==> config.mk <==
export PLATFORM = sky130hd
export DESIGN_NAME = spm_port
export DESIGN_NICKNAME = d
export VERILOG_FILES = /design/src/spm_pkg.sv /design/src/spm_port.sv
export SDC_FILE = /design/constraint.sdc
export NUM_CORES = 1
export LEC_CHECK = 0
export BUFFER_PORTS_ARGS = -buffer_cell sky130_fd_sc_hd__buf_4
export CAP_MARGIN = 20
export CELL_PAD_IN_SITES_DETAIL_PLACEMENT = 0
export CELL_PAD_IN_SITES_GLOBAL_PLACEMENT = 1
export CORE_ASPECT_RATIO = 0.9
export CORE_UTILIZATION = 25
export CTS_CLUSTER_DIAMETER = 50
export DETAILED_ROUTE_END_ITERATION = 10
export GPL_ROUTABILITY_DRIVEN = 1
export PLACE_DENSITY_LB_ADDON = 0.1
export REMOVE_ABC_BUFFERS = 1
export SETUP_SLACK_MARGIN = 0.5
export SLEW_MARGIN = 20
export SYNTH_ARGS = -nofsm -noshare
export SYNTH_HDL_FRONTEND = slang
export SYNTH_SLANG_ARGS = --single-unit
==> constraint.sdc <==
create_clock -name clk -period 7.9 [get_ports clk]
set_input_delay 0.79 -clock clk [delete_from_list [all_inputs] [get_ports clk]]
set_output_delay 0.79 -clock clk [all_outputs]
set_load 0.02 [all_outputs]
==> src/spm_pkg.sv <==
// Package for the byte-wide SPI master/slave port: register map, field
// positions, reset values, clock divider table, state and carrier types.
// Assumes a processor register port with separate data and I/O spaces.
package spm_pkg;
   // Data-space offsets; I/O space sits this far below
   localparam logic [7:0] SPM_OFF_CONTROL = 8'h4C;
   localparam logic [7:0] SPM_OFF_STATUS = 8'h4D;
   localparam logic [7:0] SPM_OFF_DATA = 8'h4E;
   localparam logic [7:0] SPM_IO_SHIFT = 8'h20;
   // Reset values
   localparam logic [7:0] SPM_CONTROL_RST = 8'h00;
   localparam logic [7:0] SPM_DATA_RST = 8'h00;
   // Status field positions
   localparam int SPM_ST_COMPLETE = 7;
   localparam int SPM_ST_COLLISION = 6;
   localparam int SPM_ST_DOUBLE = 0;
   // Half serial clock periods in system clocks, indexed {double, rate}
   localparam logic [6:0] SPM_HALF_N0 = 7'h02;
   localparam logic [6:0] SPM_HALF_N1 = 7'h08;
   localparam logic [6:0] SPM_HALF_N2 = 7'h20;
   localparam logic [6:0] SPM_HALF_N3 = 7'h40;
   localparam logic [6:0] SPM_HALF_D0 = 7'h01;
   localparam logic [6:0] SPM_HALF_D1 = 7'h04;
   localparam logic [6:0] SPM_HALF_D2 = 7'h10;
   localparam logic [6:0] SPM_HALF_D3 = 7'h20;
   // Sixteen clock edges make one byte
   localparam logic [3:0] SPM_LAST_EDGE = 4'hF;

   // Control register layout, bit 7 first
   typedef struct packed {
      logic transfer_irq_enable;
      logic port_enable;
      logic bit_order;
      logic master_select;
      logic clock_polarity;
      logic clock_phase;
      logic rate_code_high;
      logic rate_code_low;
   } spm_ctrl_s;

   // One processor register access
   typedef struct packed {
      logic [7:0] addr;
      logic io_space;
      logic wr;
      logic rd;
      logic [7:0] wdata;
   } spm_bus_s;

   // Master clock generator state
   typedef enum logic {SPM_IDLE, SPM_RUN} spm_state_e;
endpackage : spm_pkg

==> src/spm_port.sv <==
// SPI port core: register file, master clock generator, shared shifter.
// Assumes one processor access per cycle and pins driven through an
// external pad ring that resolves the output enables.
`timescale 1ns/1ps
`default_nettype none
module spm_port
   import spm_pkg::*;
(
   input wire logic clk,
   input wire logic rst,
   input wire spm_bus_s bus, // Processor register access
   input wire logic vector_ack, // Interrupt vector being executed
   input wire logic global_irq_enable, // Global enable from cpu_status_word
   input wire logic ss_is_input, // Select pin configured as input
   input wire logic ss_n_in, // Select pin level, active low
   input wire logic sck_in,
   input wire logic mosi_in,
   input wire logic miso_in,
   output logic [7:0] rdata,
   output logic irq,
   output logic sck_out,
   output logic sck_oe,
   output logic mosi_out,
   output logic mosi_oe,
   output logic miso_out,
   output logic miso_oe
);
   // Address match in either data or I/O instruction space
   function automatic logic hit(input spm_bus_s b, input logic [7:0] off);
      hit = b.io_space ? (b.addr == (off - SPM_IO_SHIFT)) : (b.addr == off);
   endfunction : hit

   // Next outgoing bit of the shifter
   function automatic logic pick(input logic [7:0] s, input logic lsb_first);
      pick = lsb_first ? s[0] : s[7];
   endfunction : pick

   // Shift one received bit in, opposite end from the outgoing bit
   function automatic logic [7:0] shift_in(input logic [7:0] s, input logic lsb_first, input logic b);
      shift_in = lsb_first ? {b, s[7:1]} : {s[6:0], b};
   endfunction : shift_in

   spm_ctrl_s ctrl_r; // Control register
   logic complete_r; // Transfer complete flag
   logic collision_r; // Write collision flag
   logic double_r; // Double speed bit
   logic armed_r; // Status was read with a flag up
   logic [7:0] sr_r; // Shift register
   logic [7:0] sr_nxt, mrx_nxt;
   logic [7:0] rx_buf_r; // Receive buffer seen by reads
   logic [7:0] mrx_r; // Master receive shifter, fed by late samples
   logic [2:0] msamp_d_r, mdone_d_r; // Master sample and end strobes, delayed
   logic [7:0] rdata_r;
   logic irq_r;
   spm_state_e st_r;
   logic [6:0] div_r; // Half-period counter
   logic [6:0] half; // Selected half period
   logic [3:0] edge_r; // Edge index within byte
   logic tx_bit_r; // Outgoing data bit, feeds both data pins
   logic sck_r;
   logic sck_oe_r, mosi_oe_r, miso_oe_r;
   // Two-flop synchronisers; the first stage feeds only the second
   logic ss_m_r, ss_s_r;
   logic sck_m_r, sck_s_r, sck_d_r;
   logic mosi_m_r, mosi_s_r;
   logic miso_m_r, miso_s_r;

   logic ctrl_wr, status_wr, status_rd, data_wr, data_acc;
   logic en, master, slave_act, busy, fault;
   logic m_edge, s_edge, edge_p, lead, sample_p, setup_p, done_p, start_p, fin_p;
   logic in_bit;

   // Register access decode
   always_comb
   begin
      ctrl_wr = bus.wr && hit(bus, SPM_OFF_CONTROL);
      status_wr = bus.wr && hit(bus, SPM_OFF_STATUS);
      status_rd = bus.rd && hit(bus, SPM_OFF_STATUS);
      data_wr = bus.wr && hit(bus, SPM_OFF_DATA);
      data_acc = (bus.wr || bus.rd) && hit(bus, SPM_OFF_DATA);
   end

   // Mode and divider selection
   always_comb
   begin
      en = ctrl_r.port_enable;
      master = en && ctrl_r.master_select;
      slave_act = en && !ctrl_r.master_select && !ss_s_r;
      fault = master && ss_is_input && !ss_s_r;
      busy = (st_r == SPM_RUN) || (mdone_d_r != 3'h0) || (slave_act && (edge_r != 4'h0));
      // Rate bits only steer the master generator
      case ({double_r, ctrl_r.rate_code_high, ctrl_r.rate_code_low})
         3'h0: half = SPM_HALF_N0;
         3'h1: half = SPM_HALF_N1;
         3'h2: half = SPM_HALF_N2;
         3'h3: half = SPM_HALF_N3;
         3'h4: half = SPM_HALF_D0;
         3'h5: half = SPM_HALF_D1;
         3'h6: half = SPM_HALF_D2;
         default: half = SPM_HALF_D3;
      endcase
   end

   // Clock edge events, from generator or from synchronised pin
   always_comb
   begin
      m_edge = (st_r == SPM_RUN) && (div_r == (half - 7'h01));
      s_edge = slave_act && (sck_s_r ^ sck_d_r);
      edge_p = master ? m_edge : s_edge;
      lead = !edge_r[0];
      sample_p = edge_p && (lead ^ ctrl_r.clock_phase);
      setup_p = edge_p && !(lead ^ ctrl_r.clock_phase);
      done_p = edge_p && (edge_r == SPM_LAST_EDGE);
      start_p = data_wr && master && !fault && !busy;
      in_bit = master ? miso_s_r : mosi_s_r;
      sr_nxt = sample_p ? shift_in(sr_r, ctrl_r.bit_order, in_bit) : sr_r;
      mrx_nxt = msamp_d_r[2] ? shift_in(mrx_r, ctrl_r.bit_order, miso_s_r) : mrx_r;
      fin_p = (done_p && !master) || mdone_d_r[2];
   end

   // Pin synchronisers; master samples wait three cycles so the data pin's synchroniser catches up at fastest rate
   always_ff @(posedge clk)
   begin
      if (rst)
      begin
         ss_m_r <= 1'b1;
         ss_s_r <= 1'b1;
         sck_m_r <= 1'b0;
         sck_s_r <= 1'b0;
         sck_d_r <= 1'b0;
         mosi_m_r <= 1'b0;
         mosi_s_r <= 1'b0;
         miso_m_r <= 1'b0;
         miso_s_r <= 1'b0;
         msamp_d_r <= 3'h0;
         mdone_d_r <= 3'h0;
         mrx_r <= SPM_DATA_RST;
      end
      else
      begin
         ss_m_r <= ss_n_in;
         ss_s_r <= ss_m_r;
         sck_m_r <= sck_in;
         sck_s_r <= sck_m_r;
         sck_d_r <= sck_s_r; // Edge detector looks at stage two and three
         mosi_m_r <= mosi_in;
         mosi_s_r <= mosi_m_r;
         miso_m_r <= miso_in;
         miso_s_r <= miso_m_r;
         msamp_d_r <= {msamp_d_r[1:0], sample_p && master};
         mdone_d_r <= {mdone_d_r[1:0], done_p && master};
         mrx_r <= mrx_nxt;
      end
   end

   // Control register; hardware drop of master mode beats a write
   always_ff @(posedge clk)
   begin
      if (rst)
         ctrl_r <= SPM_CONTROL_RST;
      else
      begin
         if (ctrl_wr)
            ctrl_r <= bus.wdata;
         if (fault)
            ctrl_r.master_select <= 1'b0;
      end
   end

   // Double speed bit; other status bits are not writable
   always_ff @(posedge clk)
   begin
      if (rst)
         double_r <= 1'b0;
      else if (status_wr)
         double_r <= bus.wdata[SPM_ST_DOUBLE];
   end

   // Arm flag clearing on a status read that saw a flag up
   always_ff @(posedge clk)
   begin
      if (rst)
         armed_r <= 1'b0;
      else if (status_rd)
         armed_r <= complete_r || collision_r;
      else if (data_acc)
         armed_r <= 1'b0;
   end

   // Transfer complete flag; a new event wins over any clear
   always_ff @(posedge clk)
   begin
      if (rst)
         complete_r <= 1'b0;
      else if (fin_p || fault)
         complete_r <= 1'b1;
      else if (vector_ack)
         complete_r <= 1'b0;
      else if (data_acc && armed_r)
         complete_r <= 1'b0;
   end

   // Write collision flag
   always_ff @(posedge clk)
   begin
      if (rst)
         collision_r <= 1'b0;
      else if (data_wr && busy)
         collision_r <= 1'b1;
      else if (data_acc && armed_r)
         collision_r <= 1'b0;
   end

   // Interrupt request, registered
   always_ff @(posedge clk)
   begin
      if (rst)
         irq_r <= 1'b0;
      else
         irq_r <= ctrl_r.transfer_irq_enable && complete_r && global_irq_enable;
   end

   // Master clock generator state
   always_ff @(posedge clk)
   begin
      if (rst)
         st_r <= SPM_IDLE;
      else if (!master || fault)
         st_r <= SPM_IDLE; // Losing master mode aborts the byte
      else if (start_p)
         st_r <= SPM_RUN;
      else if (m_edge && (edge_r == SPM_LAST_EDGE))
         st_r <= SPM_IDLE;
   end

   // Half-period divider
   always_ff @(posedge clk)
   begin
      if (rst)
         div_r <= 7'h00;
      else if ((st_r != SPM_RUN) || m_edge)
         div_r <= 7'h00;
      else
         div_r <= div_r + 7'h01;
   end

   // Edge index; a deselected slave starts over
   always_ff @(posedge clk)
   begin
      if (rst)
         edge_r <= 4'h0;
      else if (start_p || (!master && !slave_act))
         edge_r <= 4'h0;
      else if (edge_p)
         edge_r <= edge_r + 4'h1;
   end

   // Shift register: loaded by an accepted write, shifted on sample edges
   always_ff @(posedge clk)
   begin
      if (rst)
         sr_r <= SPM_DATA_RST;
      else if (data_wr && !busy)
         sr_r <= bus.wdata;
      else
         sr_r <= sr_nxt;
   end

   // Receive buffer keeps the last complete byte only
   always_ff @(posedge clk)
   begin
      if (rst)
         rx_buf_r <= SPM_DATA_RST;
      else if (fin_p)
         rx_buf_r <= mdone_d_r[2] ? mrx_nxt : sr_nxt;
   end

   // Outgoing bit: preset at master start in either phase, and for the slave before the first edge when phase is zero
   always_ff @(posedge clk)
   begin
      if (rst)
         tx_bit_r <= 1'b0;
      else if (start_p)
         tx_bit_r <= pick(bus.wdata, ctrl_r.bit_order);
      else if (setup_p)
         tx_bit_r <= pick(sr_r, ctrl_r.bit_order);
      else if (!master && !ctrl_r.clock_phase && (edge_r == 4'h0))
         tx_bit_r <= pick(sr_r, ctrl_r.bit_order);
   end

   // Serial clock output, idling at the polarity level
   always_ff @(posedge clk)
   begin
      if (rst)
         sck_r <= 1'b0;
      else if (st_r != SPM_RUN)
         sck_r <= ctrl_r.clock_polarity;
      else if (m_edge)
         sck_r <= !sck_r;
   end

   // Pin directions: master drives clock and data out, selected slave its output
   always_ff @(posedge clk)
   begin
      if (rst)
      begin
         sck_oe_r <= 1'b0;
         mosi_oe_r <= 1'b0;
         miso_oe_r <= 1'b0;
      end
      else
      begin
         sck_oe_r <= master && !fault;
         mosi_oe_r <= master && !fault;
         miso_oe_r <= slave_act;
      end
   end

   // Read data, registered one cycle after the strobe
   always_ff @(posedge clk)
   begin
      if (rst)
         rdata_r <= 8'h00;
      else if (bus.rd && hit(bus, SPM_OFF_CONTROL))
         rdata_r <= ctrl_r;
      else if (status_rd)
         rdata_r <= {complete_r, collision_r, 5'h00, double_r};
      else if (bus.rd && hit(bus, SPM_OFF_DATA))
         rdata_r <= rx_buf_r;
      else
         rdata_r <= 8'h00;
   end

   assign rdata = rdata_r;
   assign irq = irq_r;
   assign sck_out = sck_r;
   assign sck_oe = sck_oe_r;
   assign mosi_out = tx_bit_r;
   assign mosi_oe = mosi_oe_r;
   assign miso_out = tx_bit_r;
   assign miso_oe = miso_oe_r;
endmodule : spm_port
`default_nettype wire

* Word-level counts from Yosys, hierarchy flattened
Cells that the tools add are included.
** Operators by class
- $add $sub $neg :: 3
- Eq/ne operators :: 14
- Mux-type cells :: 30
- Bitwise gates (word level) :: 3
- Reductions and logical operators :: 66
** Operators by type and width (number)
- $mux W8 :: 9
- $pmux W7 S6 :: 1
- $logic_and A1 B1 Y1 :: 34
- $eq A8 B6 Y1 const B :: 3
- $eq A8 B7 Y1 const B :: 3
- $mux W1 :: 20
- $logic_not A1 Y1 :: 10
- $eq A3 B3 Y1 const B :: 3
- $logic_or A1 B1 Y1 :: 9
- $reduce_bool A3 Y1 :: 3
- $reduce_or A2 Y1 :: 4
- $add A7 B1 Y7 const B :: 1
- $eq A7 B7 Y1 :: 1
- $sub A7 B1 Y7 const B :: 1
- $reduce_bool A2 Y1 :: 3
- $add A4 B1 Y4 const B :: 1
- $eq A4 B4 Y1 const B :: 1
- $logic_not A4 Y1 :: 1
- $reduce_bool A4 Y1 :: 1
- $eq A3 B1 Y1 const B :: 1
- $eq A3 B2 Y1 const B :: 1
- $logic_not A3 Y1 :: 1
- $ne A2 B1 Y1 const B :: 1
- $xor A1 B1 Y1 :: 2
- $not A1 Y1 :: 1
** Storage, ports and cells
- Register bits after elaboration :: 76
- Output and inout port bits :: 15
- Word-level logic and storage cells :: 151

* Logic depth before layout (Yosys ltp)
- Word-level depth :: 11
- Depth in mapped cells :: 12
- Gate-level depth less buffers :: 9

* Worst setup path after synthesis
OpenSTA, ideal clock, no wires.
- Kind :: reg2reg
- From :: register ctrl_r[1] in the netlist's numbering
- To :: register rx_buf_r[2]
- Arrival :: 2.683 ns
- Required time :: 7.759 ns
- Setup slack :: 5.076 ns
- Cell stages (with the launch flop) :: 12
- Buffers on the path :: 3
- Period minus slack after synthesis :: 2.824 ns
- Cells stage by stage :: dfxtp_1 > buf_6 > or3_2 > ha_1 > xnor2_1 > o2111ai_1 > or4_1 > buf_2 > o21a_4 > buf_6 > o211ai_1 > a221oi_2
** Between the ends
- Cells in the longest elaborated chain, start to end :: 9
** RTL lines
- start, declared :: line spm_port.sv:43 : spm_ctrl_s ctrl_r;
- start signal, assigned :: line spm_port.sv:164 : ctrl_r <= bus.wdata;
- $eq A3 B3 Y1, or another cell as far along :: line spm_port.sv:92 : case ({double_r, ctrl_r.rate_code_high, ctrl_r.rate_code_low})
- $pmux W7 S6 * :: line spm_port.sv:92
- $sub A7 B1 Y7 * :: line spm_port.sv:107 : m_edge = (st_r == SPM_RUN) && (div_r == (half - 7'h01));
- $eq A7 B7 Y1 * :: line spm_port.sv:107
- $logic_and A1 B1 Y1 * :: line spm_port.sv:107
- $mux W1 * :: line spm_port.sv:109 : edge_p = master ? m_edge : s_edge;
- $logic_and A1 B1 Y1, on equally long branches :: line spm_port.sv:111, spm_port.sv:113
- $mux W8 / $logic_and A1 B1 Y1 (equally long branches) :: line spm_port.sv:116, spm_port.sv:118
- $mux W8 / $logic_or A1 B1 Y1 (equally long branches) :: line spm_port.sv:275, spm_port.sv:118
- end signal, assigned :: line spm_port.sv:275 : rx_buf_r <= mdone_d_r[2] ? mrx_nxt : sr_nxt;
- end, declared :: line spm_port.sv:50 : logic [7:0] rx_buf_r;
Every way passes the cells marked *; elsewhere a longest branch is shown, timed or not.
A chain may end at the register's enable or synchronous reset.

* Worst setup path after layout
- From :: register ctrl_r[0] in the netlist's numbering
- To :: register rx_buf_r[7]
Same word-level chain as after synthesis.

==> results.cfg <==
[clock_tree]
hold_buffers = 0
cts_sinks = 76
clock_latency_ns = 0.34
cts_made_buffers = 9
htree_num_levels = 3
clk_pin_slew_ns = 0.06
postCtsResizedCells = 0
clockBufferDepth = 2
cts_tree = built
cts_root_buffer = clkbuf_16
post_cts_buffers = 0

[global_routing]
antenna_found_initial = 0
track_usage_pct = 14.90
grt_pass1_wl_um = 16260
grt.overflow.total = 0
grt_pass1_vias = 2944
grt_start_max_net_pins = 70

[sta]
finalMaxSlewViolations = 0
finalCritPeriodShare_pct = 40.23
finClkSkew_ns = 0.006056
tns_ns = 0
setup_viol_count_final = 0
finalHoldViolations = 0
worst_pin_slew_ns = 0.8761
relSlewSlack_pct = 41.44
fin_crit_ns = 3.178
rsz0062_at_grt = no
max_freq_mhz = 314.6
setup_ws_ns = 4.722

[pwr]
clkPwrFrac_pct = 47.8
p_int_mw = 0.6181
net-switching-power_mw = 0.1709
p_leak_nw = 1.518
seqPwrFrac_pct = 49.0
irDropWorstVdd_mv = 0.09598
swShare_pct = 21.66
comb_power_share_pct = 3.2
powerDensity_mw_per_mm2 = 182.0

[placement]
place_congestion = 0.7297
dpl_cell_area_mm2 = 0.004064
pre_cts_ws_ns = 4.688
port_buffers = 42
dp_hpwl_um = 7309

[run]
drv_cap = 0

[min_path]
hold_end = ss_s_r
hold-path-cell-count = 1
worstHoldStart = ss_m_r
hold_path_class = flip-flop to flip-flop

[routing]
first_pass_iters = 4
vias = 2969
via_per_inst = 4.743
route.detailed.drc = 0
drtAntennaViolNets = 0
wl_um = 10130
wl_per_cell_um = 16.18
drtIter0Drc = 201

[layout]
antenna_cells = 0
final_nets = 460
drive_above_1_share_pct = 18.24
regArea_mm2 = 0.001521
multi_input_area_mm2 = 0.001931
final_area_mm2 = 0.004337
syn_to_final_growth_pct = 19.52
nFillCells = 1499

[yosys]
synth_ff_type = dfxtp_1
synth_edf_count = 0
syn_inst = 400
yosys_warnings = 0
syn_avg_cell_area_um2 = 9.071
synth.cell_area_mm2 = 0.003628
ys_seq_area_share_pct = 41.93
synth_cell_types = 61
synth_seq_cells = 76
ys_async_sr_fraction_pct = 0

[floorplan]
die_area_mm2 = 0.01500
die_w_um = 129.0
fp.dieH_um = 116.3
start_util_pct = 25.72
pin_count = 43
rows = 41
core_mm2 = 0.01411

[critical_path]
r2r_start = ctrl_r[0]
reg2reg_to = rx_buf_r[7]
cp.required_ns = 8.10
worst-r2r-cell-count = 8
crit_fanout = 13
start_kind = flip-flop
crit_arrival_ns = 3.38
r2r_setup_slack_ns = 4.72
end_kind = flip-flop
crit_type = flip-flop to flip-flop

[status]
status = finished, final reports clean
layout make-up:
| cell class | instances | area share (%) |
|---|---|---|
| clock inverters | 2 | 0.2308 |
| inverters | 13 | 1.125 |
| well taps | 193 | 5.568 |
| clock buffers | 14 | 5.857 |
| multi-input cells | 284 | 44.52 |
| flip-flops and latches | 76 | 35.08 |
| repair buffers | 44 | 7.617 |
power by group through the flow:
| stage | Sequential [mW] | Clock, mW | Combinational, mW |
|---|---|---|---|
| after floorplan | 0.395 | 0 | 0.00527 |
| after global placement | 0.395 | 0 | 0.0258 |
| after detailed placement | 0.395 | 0 | 0.0256 |
| after CTS | 0.387 | 0.390 | 0.0255 |
| after global routing | 0.387 | 0.408 | 0.0281 |
| final | 0.387 | 0.377 | 0.0253 |
cells in the mapped netlist (6+ instances only):
| cell type | instances | area share (%) |
|---|---|---|
| a211oi_1 | 8 | 1.7 |
| a21oi_1 | 22 | 3.0 |
| and3_1 | 6 | 1.0 |
| clkbuf_1 | 18 | 1.9 |
| dfxtp_1 | 76 | 42 |
| inv_1 | 13 | 1.3 |
| mux2i_1 | 23 | 6.3 |
| nand2_1 | 29 | 3.0 |
| nand3_1 | 8 | 1.1 |
| nor2_1 | 45 | 4.7 |
| nor2b_1 | 12 | 2.1 |
| o211ai_1 | 16 | 3.3 |
| o21ai_0 | 15 | 2.1 |
| xnor2_1 | 10 | 2.4 |
worst max-delay path by stage:
stage / start / end / slack [ns] / cells past startpoint
2_1_floorplan: bus[17] / ctrl_r[4] / 4.83 / 5
5_1_grt: ctrl_r[1] / rx_buf_r[7] / 4.53 / 8
6_report: ctrl_r[0] / rx_buf_r[7] / 4.72 / 8
4_1_cts: ctrl_r[0] / rx_buf_r[7] / 4.76 / 8
3_5_place_dp: bus[10] / miso_out / 4.69 / 7
3_3_place_gp: bus[17] / miso_out / 4.66 / 7
layout by cell type, fill, tap and decap left out, drive strengths merged, types with 4 or more instances in the layout:
master  Yosys  routed
xnor2      10      10
a211oi      8       8
o221ai      4       4
a221oi      4       4
or3         4       4
xor2        5       5
and3        6       6
clkbuf     18      14
buf         9      44
a21oi      22      22
nor4        4       4
inv        13      13
o21ai      17      17
or2         5       5
ha          4       4
nand2      29      29
nor2       45      45
nand3b      5       5
a22oi       5       5
o211ai     16      16
dfxtp      76      76
nor3        5       5
mux2i      23      23
nand3       8       8
nor2b      12      12
nor3b       5       5
flip-flops by register name, summed over array words and instances (netlist names), 3 cells and up:
name and count:
mrx_r 8, mdone_d_r 3, rx_buf_r 8, msamp_d_r 3
edge_r 4, ctrl_r 7, rdata 8, div_r 7
sr_r 8
cell families after synthesis:
family | synth area share (%)
xor+xnor | 3.621
flops | 41.93
fa+ha+maj | 1.379
compound gates | 18.52
mux | 6.655
simple gates | 22.62
buf+inv | 5.275
metal layers:
layer	wire length, um	up-vias	GRT usage (%)
li1	-	1502	-
met1	5173	1392	19.71
met2	4249	61	22.49
met3	482	14	4.993
met4	222	0	5.490
met5	0	-	0
critical path, stage by stage, from the launching register on:
cell	delay (ns)
dfxtp_1	0.46
or3_2	0.52
ha_1	0.28
xnor2_1	0.23
o2111ai_1	0.16
or4_1	0.66
o21a_4	0.32
mux2i_1	0.23
o221ai_1	0.16
through the flow:
step / power (mW) / hold WS (ns) / util (%) / cells
after floorplan: 0.3999 / 0.3895 / - / 373
after global placement: 0.4208 / 0.3974 / 28.81 / 610
after detailed placement: 0.4207 / 0.3983 / 28.81 / 610
after CTS: 0.8026 / 0.4098 / 30.68 / 626
after global routing: 0.8228 / 0.4180 / 30.74 / 626
final: 0.7891 / 0.4043 / 30.74 / 626
Note: power is estimated with default switching activity, not from simulation.
